===== config.mk =====
export PLATFORM = sky130hd
export DESIGN_NAME = bcit_core
export DESIGN_NICKNAME = d
export VERILOG_FILES = /design/src/hdl/bcit_pkg.sv /design/src/hdl/bcit_core.sv
export SDC_FILE = /design/constraint.sdc
export NUM_CORES = 1
export LEC_CHECK = 0
export BUFFER_PORTS_ARGS = -buffer_cell sky130_fd_sc_hd__buf_2
export CORE_MARGIN = 2
export CORE_UTILIZATION = 40
export CTS_BUF_LIST = sky130_fd_sc_hd__clkbuf_16
export CTS_CLUSTER_SIZE = 30
export DETAILED_ROUTE_END_ITERATION = 8
export PLACE_DENSITY = 0.55
export SLEW_MARGIN = 20
export SYNTH_ARGS = -nofsm -noshare
export SYNTH_HDL_FRONTEND = slang
export SYNTH_SLANG_ARGS = --single-unit

===== constraint.sdc =====
create_clock -name I_MCLK -period 2.42 [get_ports I_MCLK]
set_clock_uncertainty 0.05 [all_clocks]
set_input_delay 0.484 -clock I_MCLK [delete_from_list [all_inputs] [get_ports I_MCLK]]
set_output_delay 0.484 -clock I_MCLK [all_outputs]
set_load 0.02 [all_outputs]

===== src/hdl/bcit_pkg.sv =====
// Constants, encodings and types of the instruction decode and timing block
package bcit_pkg;
	// Encoded lengths in bytes
	localparam logic [1:0] LEN_ONE = 2'h1;
	localparam logic [1:0] LEN_TWO = 2'h2;
	localparam logic [1:0] LEN_THREE = 2'h3;
	// Execution lengths in core clock cycles
	localparam logic [2:0] CYC_REG = 3'h1;
	localparam logic [2:0] CYC_MEM = 3'h2;
	localparam logic [2:0] CYC_RMW = 3'h3;
	localparam logic [2:0] CYC_MUL = 3'h2;
	localparam logic [2:0] CYC_DIV = 3'h6;
	localparam logic [2:0] CYC_DA = 3'h3;
	localparam logic [2:0] CYC_XRD8 = 3'h4;
	localparam logic [2:0] CYC_XRD16 = 3'h3;
	localparam logic [2:0] CYC_XWR8 = 3'h5;
	localparam logic [2:0] CYC_XWR16 = 3'h4;
	localparam logic [2:0] CYC_LUT_PTR = 3'h5;
	localparam logic [2:0] CYC_LUT_PC = 3'h4;
	localparam logic [2:0] CYC_PUSH = 3'h3;
	localparam logic [2:0] CYC_POP = 3'h2;
	localparam logic [2:0] CYC_JMP_CARRY = 3'h3;
	localparam logic [2:0] CYC_JMP_BIT = 3'h5;
	localparam logic [2:0] CYC_JMP_SHORT = 3'h3;
	localparam logic [2:0] CYC_JMP_LONG = 3'h4;
	localparam logic [2:0] CYC_JMP_MEM = 3'h5;
	// Decimal adjust thresholds and corrections
	localparam logic [3:0] BCD_MAX = 4'h9;
	localparam logic [8:0] BCD_LO_FIX = 9'h006;
	localparam logic [8:0] BCD_HI_FIX = 9'h060;
	// Opcode of the single unassigned code point
	localparam logic [7:0] OPC_UNDEF = 8'hA5;

	typedef enum logic [2:0] {
		CLS_ARITH = 3'h0,
		CLS_LOGIC = 3'h1,
		CLS_XFER = 3'h2,
		CLS_BOOL = 3'h3,
		CLS_BRANCH = 3'h4,
		CLS_UNDEF = 3'h5
	} bcit_class_e;

	typedef enum logic [5:0] {
		OP_NONE = 6'h00, OP_ADD = 6'h01, OP_ADD_CARRY = 6'h02, OP_SUB_BORROW = 6'h03,
		OP_INC = 6'h04, OP_DEC = 6'h05, OP_AND = 6'h06, OP_OR = 6'h07,
		OP_XOR = 6'h08, OP_CLRA = 6'h09, OP_CPLA = 6'h0A, OP_ROL = 6'h0B,
		OP_ROLC = 6'h0C, OP_ROR = 6'h0D, OP_RORC = 6'h0E, OP_SWAP = 6'h0F,
		OP_MUL = 6'h10, OP_DIV = 6'h11, OP_DA = 6'h12, OP_MOVE = 6'h13,
		OP_EXCH = 6'h14, OP_EXCH_LOW = 6'h15, OP_INCDP = 6'h16, OP_LDDP = 6'h17,
		OP_XRD = 6'h18, OP_XWR = 6'h19, OP_CODE = 6'h1A, OP_CLRB = 6'h1B,
		OP_SET_BIT = 6'h1C, OP_CPLB = 6'h1D, OP_ANLC = 6'h1E, OP_ANLCN = 6'h1F,
		OP_ORLC = 6'h20, OP_ORLCN = 6'h21, OP_MOVCB = 6'h22, OP_MOVBC = 6'h23,
		OP_JMP_CY = 6'h24, OP_JMP_NCY = 6'h25, OP_JMP_BIT = 6'h26, OP_JMP_NBIT = 6'h27,
		OP_JMP_BIT_CLR = 6'h28, OP_BRANCH = 6'h29
	} bcit_op_e;

	typedef struct packed {
		logic [1:0] len;
		logic [2:0] cyc;
		bcit_class_e cls;
		bcit_op_e op;
		logic on_c;
		logic wide;
	} bcit_dec_s;
endpackage


===== src/hdl/bcit_core.sv =====
// Instruction decode, timing and data path of the 8-bit core
//
// Function
// RQ1: Add, add with carry, subtract with borrow on a working register: one byte, one cycle.
// RQ2: Direct or immediate forms: two bytes, two cycles; indirect forms one byte, two cycles.
// RQ3: Increment/decrement: accumulator 1, register 2, direct or indirect 3; pointer increment 1.
// RQ4: Multiply accumulator by auxiliary register: one byte, two cycles.
// RQ5: Divide takes six cycles, decimal adjust three; both one byte.
// RQ6: Byte AND/OR/XOR bitwise; register form one cycle, other forms two.
// RQ7: Logic into a direct byte takes three cycles; two or three bytes long.
// RQ8: Clear, complement and the four rotates of the accumulator: one byte, one cycle.
// RQ9: Nibble exchange of the accumulator: one byte, one cycle.
// RQ10: External data moves only between accumulator and RAM, indirectly addressed.
// RQ11: External reads 4 or 3 cycles, writes 5 or 4 cycles; all one byte.
// RQ12: Code lookups at accumulator plus base; pointer base five cycles, counter base four.
// RQ13: Loading the data pointer with a constant: three bytes, three cycles.
// RQ14: Direct-to-direct move three bytes, three cycles; direct into register three cycles.
// RQ15: Push three cycles, pop two cycles; both two bytes.
// RQ16: Low digit exchange one byte, three cycles; full exchanges two or three cycles.
// RQ17: 128 bits of RAM plus register bits reachable by bit operations.
// RQ18: Carry clear/set/complement one cycle; direct bit operations and carry store three.
// RQ19: Bit AND/OR (or complement) into carry and bit load: two bytes, two cycles.
// RQ20: Jumps on carry set or clear: two bytes, three cycles.
// RQ21: Jumps on a direct bit: three bytes, five cycles; set-and-clear form clears bit.
// RQ22: Direct address 8 bits; indirect via register 0/1 or 16-bit data pointer.
// RQ23: Every opcode of the classic instruction set is decoded.
// RQ24: Cycles count from opcode fetch until next start; instructions never overlap.
// RQ25: Carry, auxiliary carry and overflow follow the classic arithmetic conventions.
`timescale 1ns/10ps
module bcit_core (
	// Clock and reset
	input wire logic I_MCLK,
	input wire logic I_RESET,
	// Instruction start
	input wire logic I_START,
	input wire logic [7:0] I_OPCODE,
	// Operands fetched for the instruction
	input wire logic [7:0] I_ACC,
	input wire logic [7:0] I_SRC,
	input wire logic [7:0] I_DEST,
	input wire logic [7:0] I_BREG,
	input wire logic [15:0] I_DATA_PTR,
	input wire logic I_CY,
	input wire logic I_AC,
	input wire logic I_OV,
	input wire logic I_BIT,
	// Sequencing
	output logic O_READY,
	output logic O_BUSY,
	output logic O_DONE,
	// Decode results
	output logic [1:0] O_LENGTH,
	output logic [2:0] O_CYCLES,
	output bcit_pkg::bcit_class_e O_CLASS,
	output logic O_UNDEFINED,
	// Data results
	output logic [7:0] O_RESULT,
	output logic [7:0] O_AUX,
	output logic [15:0] O_DATA_PTR,
	output logic O_CY,
	output logic O_AC,
	output logic O_OV,
	output logic O_BIT,
	output logic O_BIT_WR,
	output logic O_TAKEN,
	// Memory access kind
	output logic O_XDATA_RD,
	output logic O_XDATA_WR,
	output logic O_XDATA_WIDE,
	output logic O_CODE_RD
);
	import bcit_pkg::*;

	typedef struct packed {
		logic busy;
		logic done;
		logic [2:0] remain;
		logic [1:0] len;
		logic [2:0] cyc;
		bcit_class_e cls;
		logic undef;
		logic [7:0] res;
		logic [7:0] aux;
		logic [15:0] data_ptr;
		logic cy;
		logic ac;
		logic ov;
		logic bit_val;
		logic bit_wr;
		logic taken;
		logic xrd;
		logic xwr;
		logic xwide;
		logic code_rd;
	} bcit_state_s;

	bcit_state_s state;
	bcit_state_s next_state;
	bcit_dec_s dec;

	function automatic bcit_dec_s mk(input logic [1:0] len, input logic [2:0] cyc,
		input bcit_class_e cls, input bcit_op_e op, input logic on_c, input logic wide);
		mk.len = len;
		mk.cyc = cyc;
		mk.cls = cls;
		mk.op = op;
		mk.on_c = on_c;
		mk.wide = wide;
	endfunction

	// Full opcode map; on_c marks carry targets or direct-byte destinations
	function automatic bcit_dec_s decode(input logic [7:0] opc);
		decode = mk(LEN_ONE, CYC_REG, CLS_BRANCH, OP_NONE, 1'b0, 1'b0);
		casez (opc) // [RQ23]
			8'h00: decode = mk(LEN_ONE, CYC_REG, CLS_BRANCH, OP_NONE, 1'b0, 1'b0);
			8'b???0_0001: decode = mk(LEN_TWO, CYC_JMP_SHORT, CLS_BRANCH, OP_BRANCH, 1'b0, 1'b0);
			8'b???1_0001: decode = mk(LEN_TWO, CYC_JMP_LONG, CLS_BRANCH, OP_BRANCH, 1'b0, 1'b0);
			8'h02, 8'h12: decode = mk(LEN_THREE, CYC_JMP_LONG, CLS_BRANCH, OP_BRANCH, 1'b0, 1'b0);
			8'h22, 8'h32: decode = mk(LEN_ONE, CYC_JMP_LONG, CLS_BRANCH, OP_BRANCH, 1'b0, 1'b0);
			8'h03: decode = mk(LEN_ONE, CYC_REG, CLS_LOGIC, OP_ROR, 1'b0, 1'b0); // [RQ8]
			8'h13: decode = mk(LEN_ONE, CYC_REG, CLS_LOGIC, OP_RORC, 1'b0, 1'b0); // [RQ8]
			8'h23: decode = mk(LEN_ONE, CYC_REG, CLS_LOGIC, OP_ROL, 1'b0, 1'b0); // [RQ8]
			8'h33: decode = mk(LEN_ONE, CYC_REG, CLS_LOGIC, OP_ROLC, 1'b0, 1'b0); // [RQ8]
			8'h04: decode = mk(LEN_ONE, CYC_REG, CLS_ARITH, OP_INC, 1'b0, 1'b0); // [RQ3]
			8'h14: decode = mk(LEN_ONE, CYC_REG, CLS_ARITH, OP_DEC, 1'b0, 1'b0); // [RQ3]
			8'h05: decode = mk(LEN_TWO, CYC_RMW, CLS_ARITH, OP_INC, 1'b0, 1'b0); // [RQ3]
			8'h15: decode = mk(LEN_TWO, CYC_RMW, CLS_ARITH, OP_DEC, 1'b0, 1'b0); // [RQ3]
			8'b0000_011?: decode = mk(LEN_ONE, CYC_RMW, CLS_ARITH, OP_INC, 1'b0, 1'b0); // [RQ3]
			8'b0001_011?: decode = mk(LEN_ONE, CYC_RMW, CLS_ARITH, OP_DEC, 1'b0, 1'b0); // [RQ3]
			8'b0000_1???: decode = mk(LEN_ONE, CYC_MEM, CLS_ARITH, OP_INC, 1'b0, 1'b0); // [RQ3]
			8'b0001_1???: decode = mk(LEN_ONE, CYC_MEM, CLS_ARITH, OP_DEC, 1'b0, 1'b0); // [RQ3]
			8'h10: decode = mk(LEN_THREE, CYC_JMP_BIT, CLS_BOOL, OP_JMP_BIT_CLR, 1'b0, 1'b0); // [RQ21]
			8'h20: decode = mk(LEN_THREE, CYC_JMP_BIT, CLS_BOOL, OP_JMP_BIT, 1'b0, 1'b0); // [RQ21]
			8'h30: decode = mk(LEN_THREE, CYC_JMP_BIT, CLS_BOOL, OP_JMP_NBIT, 1'b0, 1'b0); // [RQ21]
			8'h40: decode = mk(LEN_TWO, CYC_JMP_CARRY, CLS_BOOL, OP_JMP_CY, 1'b0, 1'b0); // [RQ20]
			8'h50: decode = mk(LEN_TWO, CYC_JMP_CARRY, CLS_BOOL, OP_JMP_NCY, 1'b0, 1'b0); // [RQ20]
			8'h60, 8'h70: decode = mk(LEN_TWO, CYC_JMP_LONG, CLS_BRANCH, OP_BRANCH, 1'b0, 1'b0);
			8'h80: decode = mk(LEN_TWO, CYC_JMP_SHORT, CLS_BRANCH, OP_BRANCH, 1'b0, 1'b0);
			8'h73: decode = mk(LEN_ONE, CYC_JMP_MEM, CLS_BRANCH, OP_BRANCH, 1'b0, 1'b0);
			8'hB4, 8'hB8, 8'hB9, 8'hBA, 8'hBB, 8'hBC, 8'hBD, 8'hBE, 8'hBF:
				decode = mk(LEN_THREE, CYC_JMP_LONG, CLS_BRANCH, OP_BRANCH, 1'b0, 1'b0);
			8'hB5, 8'hB6, 8'hB7, 8'hD5:
				decode = mk(LEN_THREE, CYC_JMP_MEM, CLS_BRANCH, OP_BRANCH, 1'b0, 1'b0);
			8'b1101_1???: decode = mk(LEN_TWO, CYC_JMP_LONG, CLS_BRANCH, OP_BRANCH, 1'b0, 1'b0);
			// Add, add with carry, subtract with borrow
			8'h24, 8'h34, 8'h94, 8'h25, 8'h35, 8'h95:
				decode = mk(LEN_TWO, CYC_MEM, CLS_ARITH,
					bcit_op_e'(opc[7] ? OP_SUB_BORROW : (opc[4] ? OP_ADD_CARRY : OP_ADD)),
					1'b0, 1'b0); // [RQ2]
			8'b0010_011?, 8'b0011_011?, 8'b1001_011?:
				decode = mk(LEN_ONE, CYC_MEM, CLS_ARITH,
					bcit_op_e'(opc[7] ? OP_SUB_BORROW : (opc[4] ? OP_ADD_CARRY : OP_ADD)),
					1'b0, 1'b0); // [RQ2]
			8'b0010_1???, 8'b0011_1???, 8'b1001_1???:
				decode = mk(LEN_ONE, CYC_REG, CLS_ARITH,
					bcit_op_e'(opc[7] ? OP_SUB_BORROW : (opc[4] ? OP_ADD_CARRY : OP_ADD)),
					1'b0, 1'b0); // [RQ1]
			// OR, AND, XOR rows
			8'h42, 8'h52, 8'h62:
				decode = mk(LEN_TWO, CYC_RMW, CLS_LOGIC, bcit_op_e'(opc[5] ? OP_XOR : (opc[4] ? OP_AND : OP_OR)),
					1'b1, 1'b0); // [RQ7]
			8'h43, 8'h53, 8'h63:
				decode = mk(LEN_THREE, CYC_RMW, CLS_LOGIC, bcit_op_e'(opc[5] ? OP_XOR : (opc[4] ? OP_AND : OP_OR)),
					1'b1, 1'b0); // [RQ7]
			8'h44, 8'h54, 8'h64, 8'h45, 8'h55, 8'h65:
				decode = mk(LEN_TWO, CYC_MEM, CLS_LOGIC, bcit_op_e'(opc[5] ? OP_XOR : (opc[4] ? OP_AND : OP_OR)),
					1'b0, 1'b0); // [RQ6]
			8'b0100_011?, 8'b0101_011?, 8'b0110_011?:
				decode = mk(LEN_ONE, CYC_MEM, CLS_LOGIC, bcit_op_e'(opc[5] ? OP_XOR : (opc[4] ? OP_AND : OP_OR)),
					1'b0, 1'b0); // [RQ6]
			8'b0100_1???, 8'b0101_1???, 8'b0110_1???:
				decode = mk(LEN_ONE, CYC_REG, CLS_LOGIC, bcit_op_e'(opc[5] ? OP_XOR : (opc[4] ? OP_AND : OP_OR)),
					1'b0, 1'b0); // [RQ6]
			// Bit operations on carry and direct bits
			8'h72: decode = mk(LEN_TWO, CYC_MEM, CLS_BOOL, OP_ORLC, 1'b1, 1'b0); // [RQ19]
			8'hA0: decode = mk(LEN_TWO, CYC_MEM, CLS_BOOL, OP_ORLCN, 1'b1, 1'b0); // [RQ19]
			8'h82: decode = mk(LEN_TWO, CYC_MEM, CLS_BOOL, OP_ANLC, 1'b1, 1'b0); // [RQ19]
			8'hB0: decode = mk(LEN_TWO, CYC_MEM, CLS_BOOL, OP_ANLCN, 1'b1, 1'b0); // [RQ19]
			8'hA2: decode = mk(LEN_TWO, CYC_MEM, CLS_BOOL, OP_MOVCB, 1'b1, 1'b0); // [RQ19]
			8'h92: decode = mk(LEN_TWO, CYC_RMW, CLS_BOOL, OP_MOVBC, 1'b0, 1'b0); // [RQ18]
			8'hB2: decode = mk(LEN_TWO, CYC_RMW, CLS_BOOL, OP_CPLB, 1'b0, 1'b0); // [RQ18]
			8'hC2: decode = mk(LEN_TWO, CYC_RMW, CLS_BOOL, OP_CLRB, 1'b0, 1'b0); // [RQ18]
			8'hD2: decode = mk(LEN_TWO, CYC_RMW, CLS_BOOL, OP_SET_BIT, 1'b0, 1'b0); // [RQ18]
			8'hB3: decode = mk(LEN_ONE, CYC_REG, CLS_BOOL, OP_CPLB, 1'b1, 1'b0); // [RQ18]
			8'hC3: decode = mk(LEN_ONE, CYC_REG, CLS_BOOL, OP_CLRB, 1'b1, 1'b0); // [RQ18]
			8'hD3: decode = mk(LEN_ONE, CYC_REG, CLS_BOOL, OP_SET_BIT, 1'b1, 1'b0); // [RQ18]
			// Multiply, divide, decimal adjust, pointer increment
			8'hA4: decode = mk(LEN_ONE, CYC_MUL, CLS_ARITH, OP_MUL, 1'b0, 1'b0); // [RQ4]
			8'h84: decode = mk(LEN_ONE, CYC_DIV, CLS_ARITH, OP_DIV, 1'b0, 1'b0); // [RQ5]
			8'hD4: decode = mk(LEN_ONE, CYC_DA, CLS_ARITH, OP_DA, 1'b0, 1'b0); // [RQ5]
			8'hA3: decode = mk(LEN_ONE, CYC_REG, CLS_ARITH, OP_INCDP, 1'b0, 1'b0); // [RQ3]
			// Data transfers
			8'h74, 8'h76, 8'h77, 8'b0111_1???, 8'hE5, 8'hF5, 8'b1000_1???, 8'hF6, 8'hF7, 8'hE6, 8'hE7:
				// Only the accumulator and indirect pairs E6/E7/F6/F7 are one byte long
				decode = mk((~opc[3] & opc[7] & opc[6] & opc[1]) ? LEN_ONE : LEN_TWO, CYC_MEM, CLS_XFER, OP_MOVE,
					1'b0, 1'b0); // [RQ14]
			8'b1110_1???, 8'b1111_1???: decode = mk(LEN_ONE, CYC_REG, CLS_XFER, OP_MOVE, 1'b0, 1'b0);
			8'h75, 8'h85: decode = mk(LEN_THREE, CYC_RMW, CLS_XFER, OP_MOVE, 1'b0, 1'b0); // [RQ14]
			8'h86, 8'h87, 8'hA6, 8'hA7, 8'b1010_1???:
				decode = mk(LEN_TWO, CYC_RMW, CLS_XFER, OP_MOVE, 1'b0, 1'b0); // [RQ14] [RQ22]
			8'h90: decode = mk(LEN_THREE, CYC_RMW, CLS_XFER, OP_LDDP, 1'b0, 1'b0); // [RQ13]
			8'h93: decode = mk(LEN_ONE, CYC_LUT_PTR, CLS_XFER, OP_CODE, 1'b0, 1'b1); // [RQ12]
			8'h83: decode = mk(LEN_ONE, CYC_LUT_PC, CLS_XFER, OP_CODE, 1'b0, 1'b0); // [RQ12]
			8'hE0: decode = mk(LEN_ONE, CYC_XRD16, CLS_XFER, OP_XRD, 1'b0, 1'b1); // [RQ11]
			8'hE2, 8'hE3: decode = mk(LEN_ONE, CYC_XRD8, CLS_XFER, OP_XRD, 1'b0, 1'b0); // [RQ11]
			8'hF0: decode = mk(LEN_ONE, CYC_XWR16, CLS_XFER, OP_XWR, 1'b0, 1'b1); // [RQ11]
			8'hF2, 8'hF3: decode = mk(LEN_ONE, CYC_XWR8, CLS_XFER, OP_XWR, 1'b0, 1'b0); // [RQ11]
			8'hC0: decode = mk(LEN_TWO, CYC_PUSH, CLS_XFER, OP_MOVE, 1'b0, 1'b0); // [RQ15]
			8'hD0: decode = mk(LEN_TWO, CYC_POP, CLS_XFER, OP_MOVE, 1'b0, 1'b0); // [RQ15]
			8'hC5: decode = mk(LEN_TWO, CYC_RMW, CLS_XFER, OP_EXCH, 1'b0, 1'b0); // [RQ16]
			8'hC6, 8'hC7: decode = mk(LEN_ONE, CYC_RMW, CLS_XFER, OP_EXCH, 1'b0, 1'b0); // [RQ16]
			8'b1100_1???: decode = mk(LEN_ONE, CYC_MEM, CLS_XFER, OP_EXCH, 1'b0, 1'b0); // [RQ16]
			8'hD6, 8'hD7: decode = mk(LEN_ONE, CYC_RMW, CLS_XFER, OP_EXCH_LOW, 1'b0, 1'b0); // [RQ16]
			// Accumulator-only operations
			8'hC4: decode = mk(LEN_ONE, CYC_REG, CLS_LOGIC, OP_SWAP, 1'b0, 1'b0); // [RQ9]
			8'hE4: decode = mk(LEN_ONE, CYC_REG, CLS_LOGIC, OP_CLRA, 1'b0, 1'b0); // [RQ8]
			8'hF4: decode = mk(LEN_ONE, CYC_REG, CLS_LOGIC, OP_CPLA, 1'b0, 1'b0); // [RQ8]
			OPC_UNDEF: decode = mk(LEN_ONE, CYC_REG, CLS_UNDEF, OP_NONE, 1'b0, 1'b0);
			default: decode = mk(LEN_ONE, CYC_REG, CLS_BRANCH, OP_NONE, 1'b0, 1'b0);
		endcase
	endfunction

	always_comb begin
		logic [8:0] sum;
		logic [4:0] half;
		logic [7:0] lhs;
		logic [7:0] rhs;
		logic [15:0] prod;
		sum = 9'h000;
		half = 5'h00;
		prod = 16'h0000;
		dec = decode(I_OPCODE);
		// Direct-byte destinations take the memory byte as left operand
		lhs = (dec.on_c && dec.cls == CLS_LOGIC) ? I_DEST : I_ACC;
		// Logic into a direct byte: even codes take the accumulator, odd ones the immediate
		rhs = (dec.on_c && dec.cls == CLS_LOGIC && !I_OPCODE[0]) ? I_ACC : I_SRC; // [RQ7]
		next_state = state;
		next_state.done = 1'b0;
		if (state.busy) begin
			next_state.remain = state.remain - 3'h1; // [RQ24]
			if (state.remain == 3'h1) begin
				next_state.busy = 1'b0;
				next_state.done = 1'b1;
			end
		end else if (I_START) begin
			next_state.busy = (dec.cyc != CYC_REG);
			next_state.done = (dec.cyc == CYC_REG);
			next_state.remain = dec.cyc - 3'h1;
			next_state.len = dec.len;
			next_state.cyc = dec.cyc;
			next_state.cls = dec.cls;
			next_state.undef = (dec.cls == CLS_UNDEF);
			next_state.res = I_ACC;
			next_state.aux = I_DEST;
			next_state.data_ptr = I_DATA_PTR;
			next_state.cy = I_CY;
			next_state.ac = I_AC;
			next_state.ov = I_OV;
			next_state.bit_val = I_BIT;
			next_state.bit_wr = 1'b0;
			next_state.taken = 1'b0;
			next_state.xrd = (dec.op == OP_XRD); // [RQ10]
			next_state.xwr = (dec.op == OP_XWR); // [RQ10]
			next_state.xwide = dec.wide; // [RQ22]
			next_state.code_rd = (dec.op == OP_CODE);
			case (dec.op)
				OP_ADD, OP_ADD_CARRY: begin
					sum = {1'b0, I_ACC} + {1'b0, I_SRC} + {8'h00, dec.op == OP_ADD_CARRY && I_CY};
					half = {1'b0, I_ACC[3:0]} + {1'b0, I_SRC[3:0]} + {4'h0, dec.op == OP_ADD_CARRY && I_CY};
					next_state.res = sum[7:0];
					next_state.cy = sum[8]; // [RQ25]
					next_state.ac = half[4]; // [RQ25]
					next_state.ov = (I_ACC[7] == I_SRC[7]) && (sum[7] != I_ACC[7]); // [RQ25]
				end
				OP_SUB_BORROW: begin
					sum = {1'b0, I_ACC} - {1'b0, I_SRC} - {8'h00, I_CY};
					half = {1'b0, I_ACC[3:0]} - {1'b0, I_SRC[3:0]} - {4'h0, I_CY};
					next_state.res = sum[7:0];
					next_state.cy = sum[8]; // [RQ25]
					next_state.ac = half[4]; // [RQ25]
					next_state.ov = (I_ACC[7] != I_SRC[7]) && (sum[7] != I_ACC[7]); // [RQ25]
				end
				OP_INC: next_state.res = I_SRC + 8'h01;
				OP_DEC: next_state.res = I_SRC - 8'h01;
				OP_INCDP: next_state.data_ptr = I_DATA_PTR + 16'h0001; // [RQ3]
				OP_AND: next_state.res = lhs & rhs; // [RQ6] [RQ7]
				OP_OR: next_state.res = lhs | rhs; // [RQ6] [RQ7]
				OP_XOR: next_state.res = lhs ^ rhs; // [RQ6] [RQ7]
				OP_CLRA: next_state.res = 8'h00; // [RQ8]
				OP_CPLA: next_state.res = ~I_ACC; // [RQ8]
				OP_ROL: next_state.res = {I_ACC[6:0], I_ACC[7]}; // [RQ8]
				OP_ROR: next_state.res = {I_ACC[0], I_ACC[7:1]}; // [RQ8]
				OP_ROLC: begin
					next_state.res = {I_ACC[6:0], I_CY}; // [RQ8]
					next_state.cy = I_ACC[7];
				end
				OP_RORC: begin
					next_state.res = {I_CY, I_ACC[7:1]}; // [RQ8]
					next_state.cy = I_ACC[0];
				end
				OP_SWAP: next_state.res = {I_ACC[3:0], I_ACC[7:4]}; // [RQ9]
				OP_MUL: begin
					prod = I_ACC * I_BREG; // [RQ4]
					next_state.res = prod[7:0];
					next_state.aux = prod[15:8];
					next_state.cy = 1'b0; // [RQ25]
					next_state.ov = (prod[15:8] != 8'h00); // [RQ25]
				end
				OP_DIV: begin
					// Zero divisor leaves operands as they were and flags overflow
					next_state.res = (I_BREG == 8'h00) ? I_ACC : I_ACC / I_BREG; // [RQ5]
					next_state.aux = (I_BREG == 8'h00) ? I_BREG : I_ACC % I_BREG;
					next_state.cy = 1'b0; // [RQ25]
					next_state.ov = (I_BREG == 8'h00); // [RQ25]
				end
				OP_DA: begin
					sum = {1'b0, I_ACC};
					if (I_ACC[3:0] > BCD_MAX || I_AC) begin
						sum = sum + BCD_LO_FIX; // [RQ5]
					end
					if (sum[7:4] > BCD_MAX || sum[8] || I_CY) begin
						sum = sum + BCD_HI_FIX;
					end
					next_state.res = sum[7:0];
					next_state.cy = sum[8] | I_CY; // [RQ25]
				end
				OP_MOVE, OP_XRD, OP_XWR, OP_CODE: next_state.res = I_SRC; // [RQ10] [RQ12]
				OP_LDDP: next_state.data_ptr = I_DATA_PTR; // [RQ13]
				OP_EXCH: begin
					next_state.res = I_SRC; // [RQ16]
					next_state.aux = I_ACC;
				end
				OP_EXCH_LOW: begin
					next_state.res = {I_ACC[7:4], I_SRC[3:0]}; // [RQ16]
					next_state.aux = {I_SRC[7:4], I_ACC[3:0]};
				end
				OP_CLRB, OP_SET_BIT, OP_CPLB: begin
					// Carry forms reuse these codes; only direct bits raise the write
					if (dec.on_c) begin
						next_state.cy = (dec.op == OP_SET_BIT) | ((dec.op == OP_CPLB) & ~I_CY); // [RQ18]
					end else begin
						next_state.bit_val = (dec.op == OP_SET_BIT) | ((dec.op == OP_CPLB) & ~I_BIT); // [RQ17]
						next_state.bit_wr = 1'b1; // [RQ18]
					end
				end
				OP_ANLC: next_state.cy = I_CY & I_BIT; // [RQ19]
				OP_ANLCN: next_state.cy = I_CY & ~I_BIT; // [RQ19]
				OP_ORLC: next_state.cy = I_CY | I_BIT; // [RQ19]
				OP_ORLCN: next_state.cy = I_CY | ~I_BIT; // [RQ19]
				OP_MOVCB: next_state.cy = I_BIT; // [RQ19]
				OP_MOVBC: begin
					next_state.bit_val = I_CY; // [RQ18]
					next_state.bit_wr = 1'b1;
				end
				OP_JMP_CY: next_state.taken = I_CY; // [RQ20]
				OP_JMP_NCY: next_state.taken = ~I_CY; // [RQ20]
				OP_JMP_BIT: next_state.taken = I_BIT; // [RQ21]
				OP_JMP_NBIT: next_state.taken = ~I_BIT; // [RQ21]
				OP_JMP_BIT_CLR: begin
					next_state.taken = I_BIT; // [RQ21]
					next_state.bit_val = 1'b0;
					next_state.bit_wr = I_BIT; // [RQ21]
				end
				default: next_state.res = I_ACC;
			endcase
		end
	end

	always_ff @(posedge I_MCLK or posedge I_RESET) begin
		if (I_RESET) begin
			state <= '0;
		end else begin
			state <= next_state;
		end
	end

	// Start is refused while an instruction is running, so nothing overlaps
	assign O_READY = ~state.busy; // [RQ24]
	assign O_BUSY = state.busy;
	assign O_DONE = state.done;
	assign O_LENGTH = state.len;
	assign O_CYCLES = state.cyc;
	assign O_CLASS = state.cls;
	assign O_UNDEFINED = state.undef;
	assign O_RESULT = state.res;
	assign O_AUX = state.aux;
	assign O_DATA_PTR = state.data_ptr;
	assign O_CY = state.cy;
	assign O_AC = state.ac;
	assign O_OV = state.ov;
	assign O_BIT = state.bit_val;
	assign O_BIT_WR = state.bit_wr;
	assign O_TAKEN = state.taken;
	assign O_XDATA_RD = state.xrd;
	assign O_XDATA_WR = state.xwr;
	assign O_XDATA_WIDE = state.xwide;
	assign O_CODE_RD = state.code_rd;
endmodule


==> impl_metrics.py, run 1 <==
metrics = {
    "outcome": {
        "status": "finished with violations",
        "violations": "negative setup slack",
    },
    "timing": {
        "post-route-period-util_pct": 459,
        "final_max_slew_viol_count": 0,
        "whs_ns": 0.164,
        "final.setup.tns_ns": -117.88,
        "worst_slack_ns": -8.68,
        "rsz0062_at_grt": "true",
        "finalSetupViolCount": 33,
        "tightest_slew_ns": 0.587,
        "slew_headroom_pct": 60.4,
        "finalHoldViolCount": 0,
        "min_period_ns": 11.10,
        "fmax_mhz": 90.1,
    },
    "floorplanning": {
        "rows": 62,
        "core-area_sq_mm": 0.0285,
        "die-area_sq_mm": 0.0302,
        "io_pins": 117,
        "start_util_pct": 40.4,
        "fp.dieH_um": 174,
        "fp.dieW_um": 174,
    },
    "clocking": {
        "path_clk_slew_ns": 0.09,
        "clk_path_buf_depth": 2,
        "clock_latency_ns": 0.30,
        "holdBufCountCts": 0,
        "htreeDepth": 2,
        "cts_buffers": 5,
        "cts_root_buffer": "clkbuf_16",
        "cts_tree": "done",
        "clock-sinks": 56,
    },
    "yosys": {
        "synth_area_leaders": "ha_1, dfrtp_1, fa_1",
        "syn-num-nets": 1772,
        "post-synth-top-count-cell": "nor2_1",
        "synthCells": 1540,
        "ys_ff_latch": 56,
        "synth_top_area_share_pct": 13.8,
        "yosys-top-cells-count": "nor2_1, nand2_1, ha_1, inv_1, a21oi_1",
        "synth_top_cell_by_area": "ha_1",
        "synth_edf_count": 0,
        "synth_area_sq_mm": 0.0115,
        "synth_ff_type": "dfrtp_1",
        "avgSynthCellArea_sq_um": 7.50,
        "ys_seq_area_share_pct": 12.1,
        "ys_async_sr_fraction_pct": 100,
        "ys_types": 94,
        "yosys_warnings": 0,
    },
    "layout": {
        "nNetsFinal": 2386,
        "n_fill_cell": 2471,
        "instances_no_fill": 2539,
        "multi_input_area_sq_mm": 0.0105,
        "syn_to_final_growth_pct": 63.6,
        "register_area_sq_mm": 0.00140,
        "diodes": 0,
        "drive_gt1_share_pct": 46.3,
    },
    "drt": {
        "vias": 14500,
        "top_layer_used": "met4",
        "routed_via_density": 5.73,
        "ant_nets": 0,
        "routed-wl-met3_mm": 3.63,
        "first_pass_iters": 6,
        "wirelength_mm": 54.8,
        "drc_errors": 0,
        "wl_met2_mm": 26.3,
        "m1WireLength_mm": 21.3,
        "drt_iter0_drc": 1193,
        "post_drt_wl_per_cell_um": 21.6,
    },
    "worst_setup_path": {
        "cp-start-kind": "input port",
        "critPathArrivalTime_ns": 11.25,
        "crit_end": "O_RESULT[0]",
        "startpoint": "I_BREG[5]",
        "cp_slowest_cell": "or4_4",
        "regToRegSetupSlack_ns": 0.18,
        "r2r-end": "O_CY",
        "crit_type": "in -> reg",
        "cp_max_fo": 7,
        "worstSetupEndpointType": "register",
        "timing.rr.start": "O_BUSY",
        "crit_required_ns": 2.57,
        "r2r_cells": 8,
        "worst_path_most_repeated_cell": "o21a_1",
        "max_stage_delay_ns": 0.52,
    },
    "grt": {
        "grt_max_degree": 57,
        "grt_pass1_wl_mm": 82.8,
        "grtUsageTotal_pct": 35.1,
        "grt_overflow": 0,
        "grt_pass1_vias": 14700,
        "antenna_found_initial": 0,
    },
    "pwr": {
        "leakage_nw": 8.97,
        "peakVddDrop_mv": 0.948,
        "p_per_area_mw_per_mm2": 575,
    },
    "placement": {
        "dp_hpwl_mm": 41.9,
        "dp_slack_ns": -9.10,
        "port_buffers": 116,
        "placed_cells": 2410,
        "gp_congestion": 1.02,
    },
    "min_path": {
        "hold_class": "in -> async",
    },
    "job": {
        "maxCapViolations": 0,
    },
}
==> through the flow <==
step           instance area, sq um  total power, W  util, %
2_1_floorplan                 12100         0.00594        -
3_3_place_gp                  16200         0.00845     56.6
3_5_place_dp                  16200         0.00852     56.6
4_1_cts                       18100          0.0102     63.3
5_1_grt                       18900          0.0115     66.2
6_report                      18900          0.0109     66.2
==> area by class of cell <==
| class | count | area share [%] |
|---|---|---|
| Inverter | 123 | 2.55 |
| Tap cell | 384 | 2.54 |
| Timing Repair Buffer | 733 | 31.2 |
| Sequential cell | 56 | 7.42 |
| Multi-Input combinational cell | 1235 | 55.5 |
| Clock inverter | 3 | 0.119 |
| Clock buffer | 5 | 0.663 |
==> where the power goes <==
group,switching [W],total [W],internal (W)
combinational,0.00445,0.00852,0.00407
clock,0.000380,0.000770,0.000390
sequential,0.000230,0.00157,0.00134
==> state kept, by name, summed over array words and instances (netlist names), 2 cells and up <==
signal and count:
state 3, O_RESULT 8, O_DATA_PTR 16, O_AUX 8, O_LENGTH 2, O_CYCLES 3
O_CLASS 3
==> repair_timing <==
action                     CTS  global route
resized for setup          247           105
setup endpoints to repair   37            40
cloned                       2             2
setup buffers               84            50
pin swaps                  111           106
hold endpoints to repair     0             0
==> placed cells by master, fill, tap and decap left out, types with 9 or more instances in the layout <==
cell | Yosys | routed
buf_4 | 46 | 538
nor2_1 | 182 | 160
nand2_1 | 142 | 133
ha_1 | 127 | 108
buf_2 | 24 | 102
inv_1 | 115 | 98
a21oi_1 | 86 | 64
buf_6 | 5 | 60
o21ai_0 | 74 | 57
dfrtp_1 | 56 | 56
nor3_1 | 52 | 42
xnor2_1 | 41 | 37
fa_1 | 42 | 36
nand3_1 | 38 | 32
buf_12 | 0 | 24
o21a_1 | 21 | 21
xor2_1 | 24 | 21
mux2i_1 | 22 | 19
a21oi_2 | 0 | 18
o211ai_1 | 18 | 18
ha_4 | 0 | 18
a21o_1 | 17 | 17
a31oi_1 | 20 | 17
nand2b_1 | 18 | 16
inv_2 | 0 | 16
nor2_4 | 0 | 14
o22ai_1 | 15 | 14
a221oi_1 | 22 | 14
nor2b_1 | 15 | 13
or3_1 | 13 | 12
and3_1 | 12 | 11
o21bai_1 | 14 | 11
nand4_1 | 10 | 10
o21ai_1 | 1 | 10
nor2_2 | 1 | 9
==> worst max-delay path: cells and delay by family <==
| kind | cells | cell delay (ns) |
|---|---|---|
| adder cells (fa/ha/maj) | 7 | 1.87 |
| multiplexers | 5 | 1.53 |
| buffers and inverters | 5 | 0.61 |
| AO/OA/AOI/OAI | 25 | 4.87 |
| AND/OR/NAND/NOR | 9 | 1.88 |
==> logic make-up (layout without fill, tap and decap cells) <==
family	count (synthesis)	in the layout	synth area share, %
AO/OA/AOI/OAI	389	389	23.3
XOR/XNOR	65	65	4.93
adder cells (fa/ha/maj)	169	169	21.1
buffers and inverters	249	864	10.2
flip-flops	56	56	12.1
multiplexers	34	34	3.08
AND/OR/NAND/NOR	578	578	25.4
==> metal layers <==
metal / track usage (%) / up-vias
met3: 4.76 / 191
met5: 0 / -
li1: - / 6705
met2: 60.3 / 626
met4: 19.2 / 0
met1: 42.4 / 7014
==> worst min path at each step <==
stage                     startpoint          end  slack, ns  cells after the start
after detailed placement  O_CLASS[0]   O_CLASS[0]       0.41                      2
after floorplan           O_CLASS[0]   O_CLASS[0]       0.40                      2
final                        I_RESET         O_OV       0.16                      3
after CTS                    I_RESET         O_OV       0.19                      3
after global placement     O_CODE_RD    O_CODE_RD       0.40                      2
after global routing         I_RESET  O_RESULT[5]       0.20                      3
Power figures use the tool's default switching activity.
==> inputs of run 2 (changes only) <==
- CORE_UTILIZATION: 40 -> 25
- PLACE_DENSITY: 0.55 -> 0.37
==> run 2 against run 1 <==
  * The run still ends with negative setup slack left
  * First-iteration DRC count shrank 38%
  * Clock-buffer cell count is the same
  * Register-to-register slack lost 0.27 ns
  * Clock power grew 5.7%
  * Design area grew 1.1%
  * Cell count grew 7.3%
  * Combinational power shrank 5.6%
  * Worst hold slack lost 0.0048 ns
  * Worst setup slack gained 0.15 ns
  * Sequential power grew 4%
  * Global-route usage shrank 11 points
  * Largest cell class unchanged
  * Highest routed layer unchanged
==> impl_metrics.py, run 2 (synthesis gave the netlist of run 1 again) <==
metrics = {
    "layout": {
        "syn_to_final_growth_pct": 65.4,
        "n_fill_cell": 4709,
        "largest_register_ffs": 16,
        "final_cell_mix": "buf_4, nor2_1, nand2_1",
        "layout_commonest_cell": "buf_4",
        "drive_gt1_share_pct": 46.5,
        "multi_input_area_sq_mm": 0.0106,
        "diodes": 0,
        "nNetsFinal": 2355,
        "register_area_sq_mm": 0.00140,
        "final_cell_area_sq_mm": 0.0191,
    },
    "timing": {
        "worst_slack_ns": -8.53,
        "finalHoldViolCount": 0,
        "post-route-period-util_pct": 452,
        "slew_headroom_pct": 49.7,
        "rsz0062_at_grt": "true",
        "final_max_slew_viol_count": 0,
        "fmax_mhz": 91.3,
        "tightest_slew_ns": 0.735,
        "min_period_ns": 10.95,
        "final.setup.tns_ns": -112.38,
        "finalSetupViolCount": 32,
    },
    "worst_setup_path": {
        "timing.rr.start": "O_BUSY",
        "worstSetupEndpointType": "register",
        "r2r-end": "O_CY",
        "crit_family": "compound AO/OA/AOI/OAI gates",
        "crit_type": "in -> reg",
        "cp.depth": 56,
        "max_stage_delay_ns": 0.53,
        "startpoint": "I_BREG[6]",
        "critPathArrivalTime_ns": 11.11,
        "r2r_cells": 9,
        "cp_slowest_cell": "or4_4",
        "cp-start-kind": "input port",
        "worst_path_most_repeated_cell": "o21a_1",
        "crit_buf_inv": 7,
        "cp_max_fo": 8,
        "crit_required_ns": 2.58,
        "regToRegSetupSlack_ns": -0.09,
    },
    "grt": {
        "grtUsageTotal_pct": 24.1,
        "grt_max_degree": 57,
        "grt_pass1_wl_mm": 87.0,
        "grt_pass1_vias": 14300,
        "antenna_found_initial": 0,
        "grt_overflow": 0,
    },
    "pwr": {
        "p_per_area_mw_per_mm2": 549,
        "leakage_nw": 8.87,
        "peakVddDrop_mv": 0.442,
    },
    "drt": {
        "drc_errors": 0,
        "post_drt_wl_per_cell_um": 21.5,
        "routed_via_density": 5.09,
        "vias": 13900,
        "drt_iter0_drc": 741,
        "first_pass_iters": 5,
        "wirelength_mm": 58.5,
        "ant_nets": 0,
    },
    "clocking": {
        "clock-sinks": 56,
        "htreeDepth": 2,
        "cts_buffers": 5,
        "clk_path_buf_depth": 2,
        "path_clk_slew_ns": 0.09,
        "clock_latency_ns": 0.31,
        "cts_root_buffer": "clkbuf_16",
        "cts_tree": "done",
    },
    "floorplanning": {
        "fp.dieH_um": 219,
        "io_pins": 117,
        "core-area_sq_mm": 0.0455,
        "fp.dieW_um": 219,
        "start_util_pct": 25.4,
        "rows": 78,
        "die-area_sq_mm": 0.0479,
    },
    "outcome": {
        "status": "finished with violations",
        "violations": "negative setup slack",
    },
    "placement": {
        "port_buffers": 116,
        "placed_cell_area_sq_mm": 0.0164,
        "gp_congestion": 0.910,
        "dp_hpwl_mm": 47.0,
    },
    "job": {
        "maxCapViolations": 0,
    },
    "min_path": {
        "hold_class": "in -> async",
    },
}
-- run 2: cell types whose count changed in the layout (fill, tap and decap cells not counted), moves of 4 or more --
cell,previous run,this run
buf_6,60,64
buf_4,538,494
buf_12,24,28
nor3_1,42,38
nand2_1,133,129
o21ai_0,57,53
nand2_4,2,6
nor3_2,6,12
-- run 2: layout make-up --
class	count	area share (%)
well taps	600	3.93
clock buffers	5	0.655
repair buffers	702	30.1
flip-flops and latches	56	7.34
multi-input cells	1235	55.3
inverters	123	2.59
clock inverters	3	0.131
-- run 2: worst reg2reg max path, delay by kind of cell, from the launching register on --
kind	cells	cell delay (ns)
AND/OR/NAND/NOR	2	0.40
flip-flops	1	0.38
buffers and inverters	3	0.49
AO/OA/AOI/OAI	4	1.07
-- run 2: how the worst max path moves through the flow --
stage,to,slack [ns]
floorplan,O_RESULT[0],-8.49
detailed placement,O_AUX[2],-9.13
global placement,O_AUX[2],-8.85
global route,O_RESULT[0],-9.11
CTS,O_AUX[2],-8.44
finish,O_AUX[2],-8.53
-- run 2: power by group --
group / switching [W] / internal [W]
sequential: 0.000293 / 0.00134
clock: 0.000420 / 0.000394
combinational: 0.00425 / 0.00379
-- run 2: timing repair --
item | CTS | global route
hold endpoints to repair | 0 | 0
resized for setup | 242 | 144
cloned | 1 | 3
buffers inserted | 59 | 45
hold buffers | 0 | 0
pin swaps | 90 | 103
endpoints found under the setup margin | 37 | 39
-- run 2: stage by stage --
| step | std cells | hold WS (ns) | power [W] | setup slack [ns] | util (%) |
|---|---|---|---|---|---|
| floorplan | 1540 | 0.401 | 0.00594 | -8.49 | - |
| global placement | 2622 | 0.411 | 0.00862 | -8.85 | 36.1 |
| detailed placement | 2622 | 0.416 | 0.00863 | -9.13 | 36.1 |
| CTS | 2687 | 0.187 | 0.0101 | -8.44 | 39.8 |
| global route | 2724 | 0.193 | 0.0113 | -9.11 | 42.0 |
| finish | 2724 | 0.159 | 0.0105 | -8.53 | 42.0 |
-- run 2: per-layer routing --
layer | track usage, % | vias up | share of wire, %
met5 | 0 | - | 0
met1 | 29.9 | 6727 | 43
met2 | 42.6 | 362 | 49
met4 | 9.39 | 0 | 4.5
li1 | - | 6659 | -
met3 | 2.51 | 113 | 4.0
